[config.mk]
export PLATFORM = sky130hd
export DESIGN_NAME = psf_framer
export DESIGN_NICKNAME = d
export VERILOG_FILES = /design/src/verilog/psf_framer.v /design/src/verilog/psf_crc4.v
export VERILOG_INCLUDE_DIRS = /design/src /design/src/pkg
export SDC_FILE = /design/constraint.sdc
export NUM_CORES = 1
export LEC_CHECK = 0
export ABC_AREA = 1
export ABC_CLOCK_PERIOD_IN_PS = 10180
export BUFFER_PORTS_ARGS = -buffer_cell sky130_fd_sc_hd__clkbuf_2
export CORE_UTILIZATION = 31
export CTS_CLUSTER_DIAMETER = 30
export DETAILED_ROUTE_END_ITERATION = 6
export MAX_ROUTING_LAYER = met4
export SLEW_MARGIN = 20
export SYNTH_ARGS = -nofsm -noshare
export SYNTH_HDL_FRONTEND = slang
export SYNTH_SLANG_ARGS = --single-unit
[constraint.sdc]
create_clock -name clk_sys_in -period 10.18 [get_ports clk_sys_in]
set_input_delay 3.054 -clock clk_sys_in [delete_from_list [all_inputs] [get_ports clk_sys_in]]
set_output_delay 3.054 -clock clk_sys_in [all_outputs]
set_load 0.02 [all_outputs]
[src/pkg/psf_defines.vh]
`ifndef PSF_DEFINES_VH
`define PSF_DEFINES_VH

// frame geometry
`define PSF_FRAME_W        28
`define PSF_PAY_W          25
`define PSF_BODY_W         26
`define PSF_BODY_HALF      5'd13
`define PSF_BC_W           20

// register offsets
`define PSF_ADR_CFG        8'h03
`define PSF_ADR_MODE       8'h04
`define PSF_ADR_ERR_A      8'h0a
`define PSF_ADR_ERR_B      8'h0b
`define PSF_ADR_GPO        8'h0d
`define PSF_ADR_STAT       8'h0e

// field positions and reset values
`define PSF_CFG_EDGE_BIT   0
`define PSF_CFG_RST        8'h01
`define PSF_MODE_RST       2'h0
`define PSF_GPO_RST        8'h00

// payload modes
`define PSF_MODE_LF        2'h0
`define PSF_MODE_10B       2'h1
`define PSF_MODE_HF        2'h2

// scrambler and back-channel check
`define PSF_LFSR_SEED      16'hace1
`define PSF_CRC_POLY       4'h3
`define PSF_CRC_INIT       4'hf

// timing
`define PSF_CLK_MHZ        40
`define PSF_GPIO_SKEW_US   25
`define PSF_GPIO_SKEW_CYC  (`PSF_GPIO_SKEW_US * `PSF_CLK_MHZ)
`define PSF_PCLK_LOSS_CYC  7'd64
`define PSF_RELOCK_EDGES   5'd16
`define PSF_INT_OSC_DIV    5'd28

`endif

[src/verilog/psf_framer.v]
`timescale 1ns/1ps
`include "psf_defines.vh"

// Notes on behaviour
// - 28-bit frame: pixels, syncs, control, parity
// - payload scrambled and dc-balanced before sending
// - frame layout differs per payload mode
// - control bit rides every frame, video or not
// - frame rate is pclk over 1, 2, 1.5
// - line rate equals frame rate times 28
// - one parity bit in every frame
// - check back-channel crc, count mismatches
// - error count readable at backchannel_crc_error_count_a and backchannel_crc_error_count_b
// - forwarded outputs skew at most 25 us
// - each output mirrors remote or local bit, except outputs 2 and 3 in external oscillator mode
// - general outputs never forwarded as inputs
// - external oscillator on output 3, halved on 2
// - latch edge: 1 rising, 0 falling
// - internal oscillator keeps link, relock on pclk
// - power-down low holds serial outputs high
// - edge select is bit 0 of 0x03
module psf_framer (
    input  wire        clk_sys_in,             // system clock, 40 MHz
    input  wire        rst_n_in,               // sync reset, active low
    input  wire [7:0]  addr_in,                // register address
    input  wire [7:0]  wdata_in,               // register write data
    input  wire        wr_in,                  // write strobe
    input  wire        rd_in,                  // read strobe
    output reg  [7:0]  rdata_out,              // read data, cycle after rd
    input  wire        pclk_in,                // imager pixel clock pin
    input  wire [11:0] pix_data_in,            // pixel bus pins
    input  wire        line_sync_in,           // line sync pin
    input  wire        frame_sync_in,          // frame sync pin
    input  wire        power_down_n_in,        // power-down pin, low = off
    input  wire        ext_osc_mode_in,        // external oscillator mode pin
    input  wire        fwd_cc_bit_in,          // next forward control bit
    output reg         fwd_cc_taken_out,       // control bit consumed
    input  wire [19:0] bc_frame_in,            // back-channel frame
    input  wire        bc_valid_in,            // back-channel frame valid
    output reg  [27:0] frame_out,              // forward frame to serdes
    output reg         frame_strobe_out,       // one pulse per frame
    output reg         link_active_out,        // link enabled
    output reg         general_output_0_out,   // general output 0
    output reg         general_output_1_out,   // general output 1
    output reg         general_output_2_out,   // general output 2
    input  wire        general_output_3_in,    // pin 3 level (osc input)
    output reg         general_output_3_out,   // general output 3
    output reg         general_output_3_oe_out // pin 3 driven
);
    localparam ST_DOWN   = 2'd0;
    localparam ST_OSC    = 2'd1;
    localparam ST_RELOCK = 2'd2;
    localparam ST_VIDEO  = 2'd3;

    reg  [17:0] sync1_q;
    reg  [17:0] sync2_q;
    reg  [1:0]  prev_q;
    reg  [7:0]  cfg_q;
    reg  [1:0]  mode_q;
    reg  [7:0]  gpo_q;
    reg  [15:0] err_cnt_q;
    reg  [3:0]  remote_q;
    reg  [9:0]  stale_cnt_q;
    reg  [1:0]  state_q;
    reg  [6:0]  loss_cnt_q;
    reg  [4:0]  relock_cnt_q;
    reg  [4:0]  osc_cnt_q;
    reg  [41:0] acc_q;
    reg  [1:0]  pix_cnt_q;
    reg  [15:0] lfsr_q;
    reg         rd_pos_q;
    reg         xclk_div_q;

    wire        pclk_s = sync2_q[14];
    wire        osc_s  = sync2_q[17];
    wire        ext_s  = sync2_q[16];
    wire        pdn_s  = sync2_q[15];
    wire [13:0] sample = sync2_q[13:0];
    wire        p_rise = pclk_s & ~prev_q[0];
    wire        p_fall = ~pclk_s & prev_q[0];
    wire        osc_rise = osc_s & ~prev_q[1];
    wire        latch  = cfg_q[`PSF_CFG_EDGE_BIT] ? p_rise : p_fall;
    wire        lost   = (loss_cnt_q == `PSF_PCLK_LOSS_CYC);
    wire        stale  = (stale_cnt_q == `PSF_GPIO_SKEW_CYC);
    wire [41:0] acc_d  = {acc_q[27:0], sample};
    wire [3:0]  crc_calc;
    wire        bc_bad = bc_valid_in && (crc_calc != bc_frame_in[3:0]);

    reg         emit;
    reg  [24:0] payload;
    reg  [1:0]  pix_cnt_d;
    reg  [25:0] body;
    reg  [4:0]  ones;
    reg  [4:0]  sent_ones;
    reg         inv;
    reg  [26:0] word27;

    function [4:0] ones26;
        input [25:0] v;
        integer i;
        begin
            ones26 = 5'd0;
            for (i = 0; i < 26; i = i + 1) begin
                ones26 = ones26 + {4'h0, v[i]};
            end
        end
    endfunction

    // crc check of the back-channel payload
    psf_crc4 #(
        .W (16)
    ) u_crc (
        .data_in (bc_frame_in[19:4]),
        .crc_out (crc_calc)
    );

    // every pin passes two flops; data and clock share one skew
    always @(posedge clk_sys_in) begin
        if (!rst_n_in) begin
            sync1_q <= 18'h0;
            sync2_q <= 18'h0;
            prev_q  <= 2'h0;
        end else begin
            sync1_q <= {general_output_3_in, ext_osc_mode_in, power_down_n_in,
                        pclk_in, line_sync_in, frame_sync_in, pix_data_in};
            sync2_q <= sync1_q;
            prev_q  <= {osc_s, pclk_s};
        end
    end

    // mode-dependent packing; pclk edges beyond half the system rate are lost
    always @* begin
        emit      = 1'b0;
        payload   = 25'h0;
        pix_cnt_d = pix_cnt_q;
        if (state_q == ST_VIDEO) begin
            if (latch) begin
                case (mode_q)
                    `PSF_MODE_10B: begin
                        // two pixels per frame, top data bits dropped
                        pix_cnt_d = (pix_cnt_q == 2'd1) ? 2'd0 : 2'd1;
                        emit      = (pix_cnt_q == 2'd1);
                        payload   = {1'b0, acc_d[27:26], acc_d[23:14],
                                     acc_d[13:12], acc_d[9:0]};
                    end
                    `PSF_MODE_HF: begin
                        // three pixels spread over two frames
                        pix_cnt_d = (pix_cnt_q == 2'd2) ? 2'd0 : pix_cnt_q + 2'd1;
                        emit      = (pix_cnt_q != 2'd0);
                        payload   = (pix_cnt_q == 2'd1) ? {4'h0, acc_d[27:7]}
                                                        : {4'h0, acc_d[20:0]};
                    end
                    default: begin
                        // one pixel with both syncs per frame
                        pix_cnt_d = 2'd0;
                        emit      = 1'b1;
                        payload   = {11'h0, sample};
                    end
                endcase
            end
        end else if (state_q != ST_DOWN) begin
            emit = (osc_cnt_q == `PSF_INT_OSC_DIV - 5'd1);
        end
    end

    // scramble, balance against running disparity, add parity
    always @* begin
        body      = {fwd_cc_bit_in, payload ^ {lfsr_q[8:0], lfsr_q}};
        ones      = ones26(body);
        inv       = (ones != `PSF_BODY_HALF) &&
                    ((ones > `PSF_BODY_HALF) == rd_pos_q);
        sent_ones = inv ? (5'd26 - ones) : ones;
        word27    = {inv, inv ? ~body : body};
    end

    // link state: down, internal oscillator, relock, video
    always @(posedge clk_sys_in) begin
        if (!rst_n_in) begin
            state_q      <= ST_DOWN;
            loss_cnt_q   <= 7'h0;
            relock_cnt_q <= 5'h0;
            osc_cnt_q    <= 5'h0;
        end else begin
            if (p_rise | p_fall) begin
                loss_cnt_q <= 7'h0;
            end else if (!lost) begin
                loss_cnt_q <= loss_cnt_q + 7'h1;
            end
            osc_cnt_q <= (emit || state_q == ST_VIDEO) ? 5'h0 : osc_cnt_q + 5'h1;
            case (state_q)
                ST_DOWN: begin
                    if (pdn_s) begin
                        state_q <= ST_OSC;
                    end
                end
                ST_OSC: begin
                    relock_cnt_q <= 5'h0;
                    if (!pdn_s) begin
                        state_q <= ST_DOWN;
                    end else if (latch) begin
                        state_q <= ST_RELOCK;
                    end
                end
                ST_RELOCK: begin
                    if (!pdn_s) begin
                        state_q <= ST_DOWN;
                    end else if (lost) begin
                        state_q <= ST_OSC;
                    end else if (latch) begin
                        relock_cnt_q <= relock_cnt_q + 5'h1;
                        if (relock_cnt_q == `PSF_RELOCK_EDGES - 5'd1) begin
                            state_q <= ST_VIDEO;
                        end
                    end
                end
                default: begin
                    if (!pdn_s) begin
                        state_q <= ST_DOWN;
                    end else if (lost) begin
                        state_q <= ST_OSC;
                    end
                end
            endcase
        end
    end

    // frame register; one strobe per frame, 28 line bits each
    always @(posedge clk_sys_in) begin
        if (!rst_n_in) begin
            frame_out        <= {`PSF_FRAME_W{1'b1}};
            frame_strobe_out <= 1'b0;
            fwd_cc_taken_out <= 1'b0;
            link_active_out  <= 1'b0;
            acc_q            <= 42'h0;
            pix_cnt_q        <= 2'h0;
            lfsr_q           <= `PSF_LFSR_SEED;
            rd_pos_q         <= 1'b0;
        end else begin
            link_active_out  <= (state_q != ST_DOWN);
            frame_strobe_out <= emit;
            fwd_cc_taken_out <= emit;
            if (state_q != ST_VIDEO) begin
                pix_cnt_q <= 2'h0;
            end else if (latch) begin
                acc_q     <= acc_d;
                pix_cnt_q <= pix_cnt_d;
            end
            if (state_q == ST_DOWN) begin
                frame_out <= {`PSF_FRAME_W{1'b1}};
            end else if (emit) begin
                frame_out <= {^word27, word27};
                lfsr_q    <= {lfsr_q[14:0],
                              lfsr_q[15] ^ lfsr_q[13] ^ lfsr_q[12] ^ lfsr_q[10]};
                if (sent_ones != `PSF_BODY_HALF) begin
                    rd_pos_q <= (sent_ones > `PSF_BODY_HALF);
                end
            end
        end
    end

    // back-channel error count and remote pin values
    always @(posedge clk_sys_in) begin
        if (!rst_n_in) begin
            err_cnt_q   <= 16'h0;
            remote_q    <= 4'h0;
            stale_cnt_q <= 10'h0;
        end else begin
            // saturate so a long burst never wraps to a small count
            if (bc_bad && err_cnt_q != 16'hffff) begin
                err_cnt_q <= err_cnt_q + 16'h1;
            end
            if (bc_valid_in && !bc_bad) begin
                remote_q    <= bc_frame_in[7:4];
                stale_cnt_q <= 10'h0;
            end else if (!stale) begin
                stale_cnt_q <= stale_cnt_q + 10'h1;
            end
        end
    end

    // general outputs: remote mirror or local bit, except 2 carries halved osc in ext mode; pin 3 released and low in ext mode
    always @(posedge clk_sys_in) begin
        if (!rst_n_in) begin
            xclk_div_q              <= 1'b0;
            general_output_0_out    <= 1'b0;
            general_output_1_out    <= 1'b0;
            general_output_2_out    <= 1'b0;
            general_output_3_out    <= 1'b0;
            general_output_3_oe_out <= 1'b0;
        end else begin
            if (osc_rise) begin
                xclk_div_q <= ~xclk_div_q;
            end
            general_output_0_out <= gpo_q[0] ? gpo_q[4] : remote_q[0];
            general_output_1_out <= gpo_q[1] ? gpo_q[5] : remote_q[1];
            if (ext_s) begin
                general_output_2_out    <= xclk_div_q;
                general_output_3_out    <= 1'b0;
                general_output_3_oe_out <= 1'b0;
            end else begin
                general_output_2_out    <= gpo_q[2] ? gpo_q[6] : remote_q[2];
                general_output_3_out    <= gpo_q[3] ? gpo_q[7] : remote_q[3];
                general_output_3_oe_out <= 1'b1;
            end
        end
    end

    // register writes
    always @(posedge clk_sys_in) begin
        if (!rst_n_in) begin
            cfg_q  <= `PSF_CFG_RST;
            mode_q <= `PSF_MODE_RST;
            gpo_q  <= `PSF_GPO_RST;
        end else if (wr_in) begin
            if (addr_in == `PSF_ADR_CFG) begin
                cfg_q <= wdata_in;
            end else if (addr_in == `PSF_ADR_MODE) begin
                mode_q <= wdata_in[1:0];
            end else if (addr_in == `PSF_ADR_GPO) begin
                gpo_q <= wdata_in;
            end
        end
    end

    // register reads, unmapped addresses read zero
    always @(posedge clk_sys_in) begin
        if (!rst_n_in) begin
            rdata_out <= 8'h0;
        end else begin
            rdata_out <= 8'h0;
            if (rd_in) begin
                if (addr_in == `PSF_ADR_CFG) begin
                    rdata_out <= cfg_q;
                end else if (addr_in == `PSF_ADR_MODE) begin
                    rdata_out <= {6'h0, mode_q};
                end else if (addr_in == `PSF_ADR_ERR_A) begin
                    rdata_out <= err_cnt_q[7:0];
                end else if (addr_in == `PSF_ADR_ERR_B) begin
                    rdata_out <= err_cnt_q[15:8];
                end else if (addr_in == `PSF_ADR_GPO) begin
                    rdata_out <= gpo_q;
                end else if (addr_in == `PSF_ADR_STAT) begin
                    rdata_out <= {4'h0, stale, ext_s, state_q == ST_VIDEO,
                                  state_q == ST_OSC || state_q == ST_RELOCK};
                end
            end
        end
    end
endmodule

[src/verilog/psf_crc4.v]
`timescale 1ns/1ps
`include "psf_defines.vh"

// crc-4 over a data word, msb first, purely combinational
module psf_crc4 #(
    parameter W = 16
) (
    input  wire [W-1:0] data_in,  // word to check
    output reg  [3:0]   crc_out   // computed remainder
);
    integer i;
    reg     fb;

    // shift each data bit through the polynomial register
    always @* begin
        crc_out = `PSF_CRC_INIT;
        fb      = 1'b0;
        for (i = W - 1; i >= 0; i = i - 1) begin
            fb      = data_in[i] ^ crc_out[3];
            crc_out = {crc_out[2:0], 1'b0} ^ (fb ? `PSF_CRC_POLY : 4'h0);
        end
    end
endmodule

==> impl_results.md, run 1 <==
* Clock Sinks at 182
* # port buffers at 103
* Ys flop type: dfxtp_1
* Max_cap viols at 0
* Die width at 184 um
* Worst Path Arrival at 9.27 ns
* Syn_nets at 1547
* Worst min-delay path startpoint: sync1_q[3]
* Pre-antenna DRT Iters at 5
* DR iter-0 viols at 550
* Max Clock Skew at 0.0132 ns
* Fin worst setup slack at 1.29 ns
* Final Non-Filler Cells at a little under 2k
* Reg2Reg Setup Slack at between 1 and 1.5 ns
* Initial antenna violation count at 0
* Root Buffer Master: clkbuf_16
* Hold Path End: sync2_q[3]
* Slew HR at 0.329
* Die area at 34000 um2
* CP Launch Type: primary input
* Ys Warns at 0
* Pleak at approximately 5.4 nW
* Clock tree from TritonCTS: yes
* Area fraction in compound gates after synthesis at 0.119
* Cell Area, Synth at roughly 10000 um2
* Reg2reg start: state_q[1]
* Core Box Area at 32600 um2
* Fraction of layout cells with a size suffix above 1 at 0.152
* Max Root-Sink Buffers at 2
* Simple-Gate Fraction of Synth Area at 0.291
* Worst flop-to-flop path endpoint: rd_pos_q
* Placed Cells at 1943
* DRT antenna net count at 0
* Crit path max fanout at 34
* Final Cycle Share at 0.874
* Wire length per cell at 12.7 um
* Mapped Cells at 1440
* DR vias at about 9k
* Hold Path Class: reg2reg
* Power per cell area at 165 nW/um2
* Synthesized area per cell at just over 7 um2
* Pins Over Slew Limit at 0
* Vias in the first global route at 8205
* CP Class: in2reg
* CTS buffer count at 17
* Area delta synth->final at 14.5%
* Asr flop ratio synth at 0
* Critical path capture point type: register
* Clock transition at path regs at 0.07 ns
* Final Hold Viols at 0
* Die Height at around 180 um
* EDFF count, synth at 0
* Drt drc at 0
* Num rows at between 60 and 70
* Final #Nets at 1627
* Total GRT Usage at 0.157
* Slew @ Worst Pin at roughly 1 ns
* Depth of the worst hold-timing path at 2
* Fmax achieved at 112 MHz
* Mux contribution to synthesized area at 0.000970
* Worst reg-to-reg path cell count at 32
* # resized after CTS at 0
* Gpl congestion at 0.860
* Largest net degree at the start of global routing at 49
* Post-synthesis adder-cell area fraction at 0.0701
* Register bit total from synthesis at 182
* Setup Viol. Count Final at 0
* Initial Util at 0.316
* Min Hold Slack at 0.414 ns
* Post-synthesis xor/xnor area fraction at 0.0722
* Ant. Diodes at 0
* HPWL reported at the end of detailed placement at 18700 um
* Final TNS setup at 0 ns
* Clock Latency Late Sink at roughly 0.45 ns
* Finished Core Util at 0.362
* Largest family of logic cells by synthesized area: simple AND/OR/NAND/NOR gates
* Most common cell after layout, fill and taps aside: nand2_1
* Worst EP required at 10.55 ns
* Outcome: complete, no violations
* I/O pin count at 104
* Vias per std cell at 4.63
* Most frequent cells in the layout: nand2_1 (382), inv_1 (185), dfxtp_1 (182)
* Setup WS pre-CTS at just under 0.9 ns
* H-tree depth at 4
* Post-CTS Setup Repair Bufs at 0
* Min Tclk post-route at 8.89 ns
* Post-synthesis cell type count at between 40 and 50
* Peak supply drop at ~0.00014 V
* Sequential share of the synthesized area at 0.353
* Hold buffers post-CTS at 0
* GRT overflow at 0
* RSZ-0062 raised after global routing: false
* Final WL at ~25000 um
* First-pass GRT wire length at 41300 um
[final cells by class]
cell class / instances / area [um2]
Sequential cell: 182 / 3640
Timing Repair Buffer: 108 / 553
Inverter: 199 / 747
Multi-Input combinational cell: 1012 / 5710
Clock inverter: 14 / 189
Fill cell: 3453 / 20800
Clock buffer: 17 / 425
Tap cell: 442 / 553
[synthesized netlist by cell type, drive strengths merged, types with 2 or more instances]
cell type    n  share of area
a211oi       3         0.0022
a21oi       96          0.050
a221oi       5         0.0042
a31oi        2         0.0012
buf         25          0.014
clkbuf      22         0.0080
dfxtp      182           0.35
fa          18          0.035
ha          29          0.035
inv        198          0.072
nand2      412           0.16
nand3      114          0.058
nand3b       8         0.0058
nand4       20          0.012
nor2        82          0.033
nor3        19         0.0097
nor3b        2         0.0015
nor4         8         0.0061
o2111ai      2         0.0017
o211ai      15          0.011
o21ai       86          0.043
o22ai        5         0.0048
or2          9         0.0055
xnor2       22          0.021
xor2        52          0.051
[registers in the layout (all words and copies together) (netlist names), 2 cells and up]
register      cells
loss_cnt_q        7
acc_q            14
remote_q          4
sync2_q          18
gpo_q             8
state_q           2
err_cnt_q        16
rdata_out         8
stale_cnt_q      10
relock_cnt_q      5
cfg_q             8
mode_q            2
pix_cnt_q         2
frame_out        28
osc_cnt_q         5
lfsr_q           16
sync1_q          18
prev_q            2
[metal layers]
| metal | track usage | share of wire | wire length, um |
|---|---|---|---|
| met1 | 0.211 | 0.50 | 12600 |
| met2 | 0.237 | 0.43 | 10900 |
| met3 | 0.0290 | 0.049 | 1230 |
| met4 | 0.0440 | 0.015 | 381 |
| met5 | - | 0 | 0 |
[power by group]
group          internal, mW  switching, mW
clock network         0.374          0.323
registers             0.732         0.0154
logic                 0.177          0.334
total                  1.28          0.673
[how the worst max path moves through the flow]
stage | endpoint | startpoint
after detailed placement | rd_pos_q | fwd_cc_bit_in
final | rd_pos_q | fwd_cc_bit_in
after floorplan | frame_out[25] | fwd_cc_bit_in
after CTS | rd_pos_q | fwd_cc_bit_in
after global routing | rd_pos_q | state_q[1]
after global placement | rd_pos_q | fwd_cc_bit_in
[stage by stage]
stage	cell area (um2)	power (mW)
5_1_grt	11800	2.08
6_report	11800	1.96
3_3_place_gp	11200	1.26
3_5_place_dp	11200	1.27
2_1_floorplan	10300	1.18
4_1_cts	11800	1.97
[logic make-up after synthesis]
| kind of cell | Yosys count |
|---|---|
| compound gates | 216 |
| xor+xnor | 74 |
| simple gates | 674 |
| mux | 1 |
| flops | 182 |
| buf+inv | 246 |
| fa+ha+maj | 47 |
[critical path: stages]
cell and delay, ns:
clkbuf_2 0.14, fa_1 0.51, fa_1 0.52, fa_1 0.52, fa_1 0.55, inv_1 0.06, fa_1 0.50, fa_1 0.54
inv_1 0.04, ha_1 0.22, fa_1 0.42, nand2_1 0.09, nand2_1 0.05, a21oi_1 0.15, xor2_1 0.29, o21ai_0 0.16
nand2_1 0.09, nand3_1 0.09, inv_1 0.62, nand2_1 0.12, nand2_1 0.09, nand3_1 0.07, o21ai_0 0.17, nand2_1 0.08
a21oi_1 0.12
Power figures use the tool's default switching activity.
==> run 2: changes to the inputs <==
BUFFER_PORTS_ARGS = -buffer_cell sky130_fd_sc_hd__buf_2   (was -buffer_cell sky130_fd_sc_hd__clkbuf_2)
==> run 2 against run 1 <==
- clock skew is 0.0049 ns lower
- sequential cell count unchanged
- critical path depth stayed put
- first-iteration DRC count fell by 3.3%
- die area did not move
- cell count unchanged
- register-to-register slack better by 0.02 ns
- sequential power barely moved
- non-clock buffer count unchanged
- combinational power rose by 0.8%
==> impl_results.md, run 2 (synthesis gave the netlist of run 1 again) <==
* Final Non-Filler Cells at between 1.5k and 2k
* Most common cell after layout, fill and taps aside: nand2_1
* Pleak at 5.34 nW
* Top flop regs: frame_out (28), sync1_q (18), sync2_q (18)
* H-tree depth at 4
* Critical path capture point type: register
* Peak supply drop at 0.000155 V
* Outcome: complete, no violations
* # resized after CTS at 0
* Slew @ Worst Pin at 1.02 ns
* Hold buffers post-CTS at 0
* DR iter-0 viols at 532
* Gpl congestion at 0.859
* Pre-antenna DRT Iters at 5
* Crit-path most repeated cell: fa_1
* Worst EP required at around 11 ns
* DR vias at just over 9k
* Post-DP Area at 11200 um2
* Vias in the first global route at 8321
* Final #Nets at 1627
* First-pass GRT wire length at 41600 um
* Min Tclk post-route at around 8.8 ns
* Clock Sinks at 182
* Setup Viol. Count Final at 0
* Wire length per cell at roughly 13 um
* Core Box Area at 32600 um2
* Initial antenna violation count at 0
* Clock tree from TritonCTS: yes
* Die area at 34000 um2
* Drt drc at 0
* DRT antenna net count at 0
* Area delta synth->final at 14.4%
* Critical Path Max Stage Delay at 0.63 ns
* Initial Util at 0.316
* Die Height at 184 um
* Hold Path Class: reg2reg
* Worst flop-to-flop path endpoint: rd_pos_q
* Fraction of layout cells with a size suffix above 1 at 0.151
* Worst min-delay path startpoint: sync1_q[17]
* Reg2Reg Setup Slack at between 1.5 and 2 ns
* Total GRT Usage at 0.157
* Crit path max fanout at 34
* CP Class: in2reg
* CTS buffer count at 17
* GRT overflow at 0
* Clock transition at path regs at around 0.07 ns
* Fmax achieved at ~110 MHz
* Max_cap viols at 0
* Worst Path Arrival at slightly above 9 ns
* Final WL at 25300 um
* Die width at 184 um
* Min Hold Slack at roughly 0.41 ns
* Num rows at 66
* Slowest stage cell, crit path: inv_1
* Final Cycle Share at 0.867
* Fin worst setup slack at 1.36 ns
* Power per cell area at 165 nW/um2
* Ant. Diodes at 0
* Setup WS pre-CTS at just over 0.9 ns
* Reg2reg start: sync2_q[14]
* Post-CTS Setup Repair Bufs at 0
* Worst reg-to-reg path cell count at 35
* CP Launch Type: primary input
* Pins Over Slew Limit at 0
* Final Hold Viols at 0
* Max reg flops at 28
* Max Root-Sink Buffers at 2
* RSZ-0062 raised after global routing: false
* HPWL reported at the end of detailed placement at approximately 19000 um
* Crit path max-delay family: adder cells
* Final TNS setup at 0 ns
* Critical path buffers and inverters at 4
* Max Clock Skew at 0.00822 ns
* Post-route design area at 11800 um2
* # fillers at 3456
* I/O pin count at 104
* # port buffers at around 100
* Vias per std cell at 4.68
* Most frequent cells in the layout: nand2_1 (382), inv_1 (185), dfxtp_1 (182)
* Hold Path End: sync2_q[17]
* Root Buffer Master: clkbuf_16
* Placed Cells at 1943
* Largest register by flop count: frame_out
* Depth of the worst hold-timing path at 2
* Clock Latency Late Sink at 0.44 ns
* Slew HR at 0.315
* Largest net degree at the start of global routing at 70
run 2: layer usage:
| metal | routed length (um) | track usage | vias up |
|---|---|---|---|
| li1 | - | - | 4758 |
| met1 | 12800 | 0.216 | 4237 |
| met2 | 11100 | 0.238 | 218 |
| met3 | 1160 | 0.0261 | 22 |
| met4 | 272 | 0.0393 | 0 |
| met5 | 0 | - | - |
run 2: where the power goes:
part           internal, mW  leakage (nW)  switching (mW)
clock network         0.390         0.298           0.298
logic                 0.178          3.56           0.337
registers             0.733          1.48          0.0155
total                  1.30          5.34           0.650
run 2: layout make-up:
cell class / instances / area (um2) / area share
tap: 442 / 553 / 0.0468
clock inverter: 13 / 169 / 0.0143
clock buffer: 18 / 429 / 0.0364
sequential: 182 / 3640 / 0.309
multi-input combinational: 1012 / 5710 / 0.484
inverter: 199 / 747 / 0.0633
timing repair buffer: 108 / 553 / 0.0468
run 2: worst min-delay path: stages (launching register included):
cell	delay [ns]
dfxtp_1	0.31
nand2_1	0.04
inv_1	0.04
run 2: worst max path at each step:
stage	end	slack [ns]	depth (start not counted)	start
after floorplan	frame_out[25]	1.52	22	fwd_cc_bit_in
after global placement	rd_pos_q	1.07	25	fwd_cc_bit_in
after detailed placement	frame_out[10]	0.92	22	fwd_cc_bit_in
after CTS	frame_out[10]	1.38	22	fwd_cc_bit_in
after global routing	rd_pos_q	0.91	35	sync2_q[14]
final	rd_pos_q	1.36	25	fwd_cc_bit_in
run 2: through the flow:
stage | total power [mW] | utilization
after floorplan | 1.18 | -
after global placement | 1.26 | 0.344
after detailed placement | 1.28 | 0.344
after CTS | 1.97 | 0.362
after global routing | 2.07 | 0.362
final | 1.95 | 0.362
==> run 3: changes to the inputs <==
CTS_BUF_LIST = sky130_fd_sc_hd__clkbuf_8   (was unset)
CTS_CLUSTER_DIAMETER = 150   (was 30)
==> run 3 against run 2 <==
- setup slack better by 0.054 ns
- power down 8.6%
- cell count unchanged
- critical path depth unchanged
- die area unchanged
- design area down 1.6%
- fmax up 0.62%
==> impl_results.md, run 3 (synthesis gave the netlist of run 1 again) <==
* Pins Over Slew Limit at 0
* # resized after CTS at 0
* Clock Latency Late Sink at 0.49 ns
* Most common cell after layout, fill and taps aside: nand2_1
* Die area at 34000 um2
* Vias per std cell at 4.66
* Hold buffers post-CTS at 0
* Critical path buffers and inverters at 4
* Die width at 184 um
* Design Power at 1.78 mW
* GRT overflow at 0
* Largest net degree at the start of global routing at 70
* Max reg flops at 28
* Crit-path most repeated cell: fa_1
* Post-CTS Setup Repair Bufs at 0
* Fin worst setup slack at 1.41 ns
* Drt drc at 0
* DRT antenna net count at 0
* Initial Util at 0.316
* Pre-antenna DRT Iters at 5
* Area delta synth->final at 12.5%
* DR iter-0 viols at 536
* CTS buffer count at 17
* Crit path max-delay family: adder cells
* Finished Core Util at 0.356
* Max_cap viols at 0
* Final #Nets at between 1.5k and 2k
* Max Root-Sink Buffers at 2
* Setup Viol. Count Final at 0
* Worst EP required at between 10 and 15 ns
* Final Hold Viols at 0
* Initial antenna violation count at 0
* I/O pin count at approximately 100
* Power per cell area at 153 nW/um2
* Setup WS pre-CTS at 0.925 ns
* Most frequent cells in the layout: nand2_1 (382), inv_1 (186), dfxtp_1 (182)
* Final TNS setup at 0 ns
* First-pass GRT wire length at 41300 um
* Num rows at 66
* Die Height at 184 um
* Gpl congestion at 0.859
* Pleak at 5.26 nW
* Final WL at 25200 um
* Worst Path Arrival at 9.18 ns
* Clock Sinks at ~180
* Core Box Area at 32600 um2
* Clock tree from TritonCTS: yes
* Slew HR at 0.283
* CP Launch Type: primary input
* Fmax achieved at roughly 110 MHz
* Hold Path Class: reg2reg
* Fraction of layout cells with a size suffix above 1 at 0.151
* CP Class: in2reg
* Top flop regs: frame_out (28), sync1_q (18), sync2_q (18)
* Critical Path Max Stage Delay at around 0.62 ns
* Wire length per cell at ~13 um
* H-tree depth at 4
* Max Clock Skew at 0.0189 ns
* Slew @ Worst Pin at 1.07 ns
* # fillers at about 3.5k
* HPWL reported at the end of detailed placement at 18900 um
* DR vias at about 9.2k
* Min Tclk post-route at 8.77 ns
* Root Buffer Master: clkbuf_8
* Ant. Diodes at 0
* Crit path max fanout at 34
* Clock transition at path regs at 0.09 ns
* Outcome: complete, no violations
* Multi-input logic area at ~5700 um2
* Vias in the first global route at 8273
* Slowest stage cell, crit path: inv_1
* Total GRT Usage at 0.157
* Final Cycle Share at 0.861
* Largest register by flop count: frame_out
* RSZ-0062 raised after global routing: false
* FF/Latch Area at approximately 3600 um2
* # port buffers at 103
* Peak supply drop at 0.000115 V
* Critical path capture point type: register
==> run 3: area by class of cell <==
class	count	share of cell area
Sequential cell	182	0.314
Clock buffer	17	0.0201
Clock inverter	14	0.0149
Timing Repair Buffer	108	0.0476
Tap cell	442	0.0476
Multi-Input combinational cell	1012	0.492
Inverter	199	0.0643
==> run 3: through the flow <==
step / hold slack (ns) / instance area (um2) / cells
after floorplan: 0.390 / 10300 / 1440
after global placement: 0.400 / 11200 / 1943
after detailed placement: 0.399 / 11200 / 1943
after CTS: 0.422 / 11600 / 1974
after global routing: 0.443 / 11600 / 1974
final: 0.421 / 11600 / 1974
==> run 3: final timing paths <==
check,from,to,slack (ns),cells after the start
min reg2reg,sync1_q[17],sync2_q[17],0.42,2
max,fwd_cc_bit_in,rd_pos_q,1.41,25
max reg2reg,sync2_q[14],rd_pos_q,1.51,35
min,sync1_q[17],sync2_q[17],0.42,2
==> run 3: tightest hold or removal path, cell delays in order, from the launching register on <==
cell and delay, ns:
dfxtp_1 0.32, nand2_1 0.04, inv_1 0.04
==> run 3: power breakdown <==
part           leakage [nW]  switching [mW]  total, mW  internal (mW)
combinational          3.56           0.333      0.510          0.177
clock                 0.215           0.279      0.524          0.245
sequential             1.48          0.0152      0.748          0.732
total                  5.26           0.627       1.78           1.15
==> run 3: per-layer routing <==
metal,up-vias,share of wire,global-route usage
met5,-,0,-
met4,0,0.012,0.0407
met3,24,0.046,0.0269
met2,217,0.44,0.236
met1,4209,0.51,0.215
li1,4751,-,-
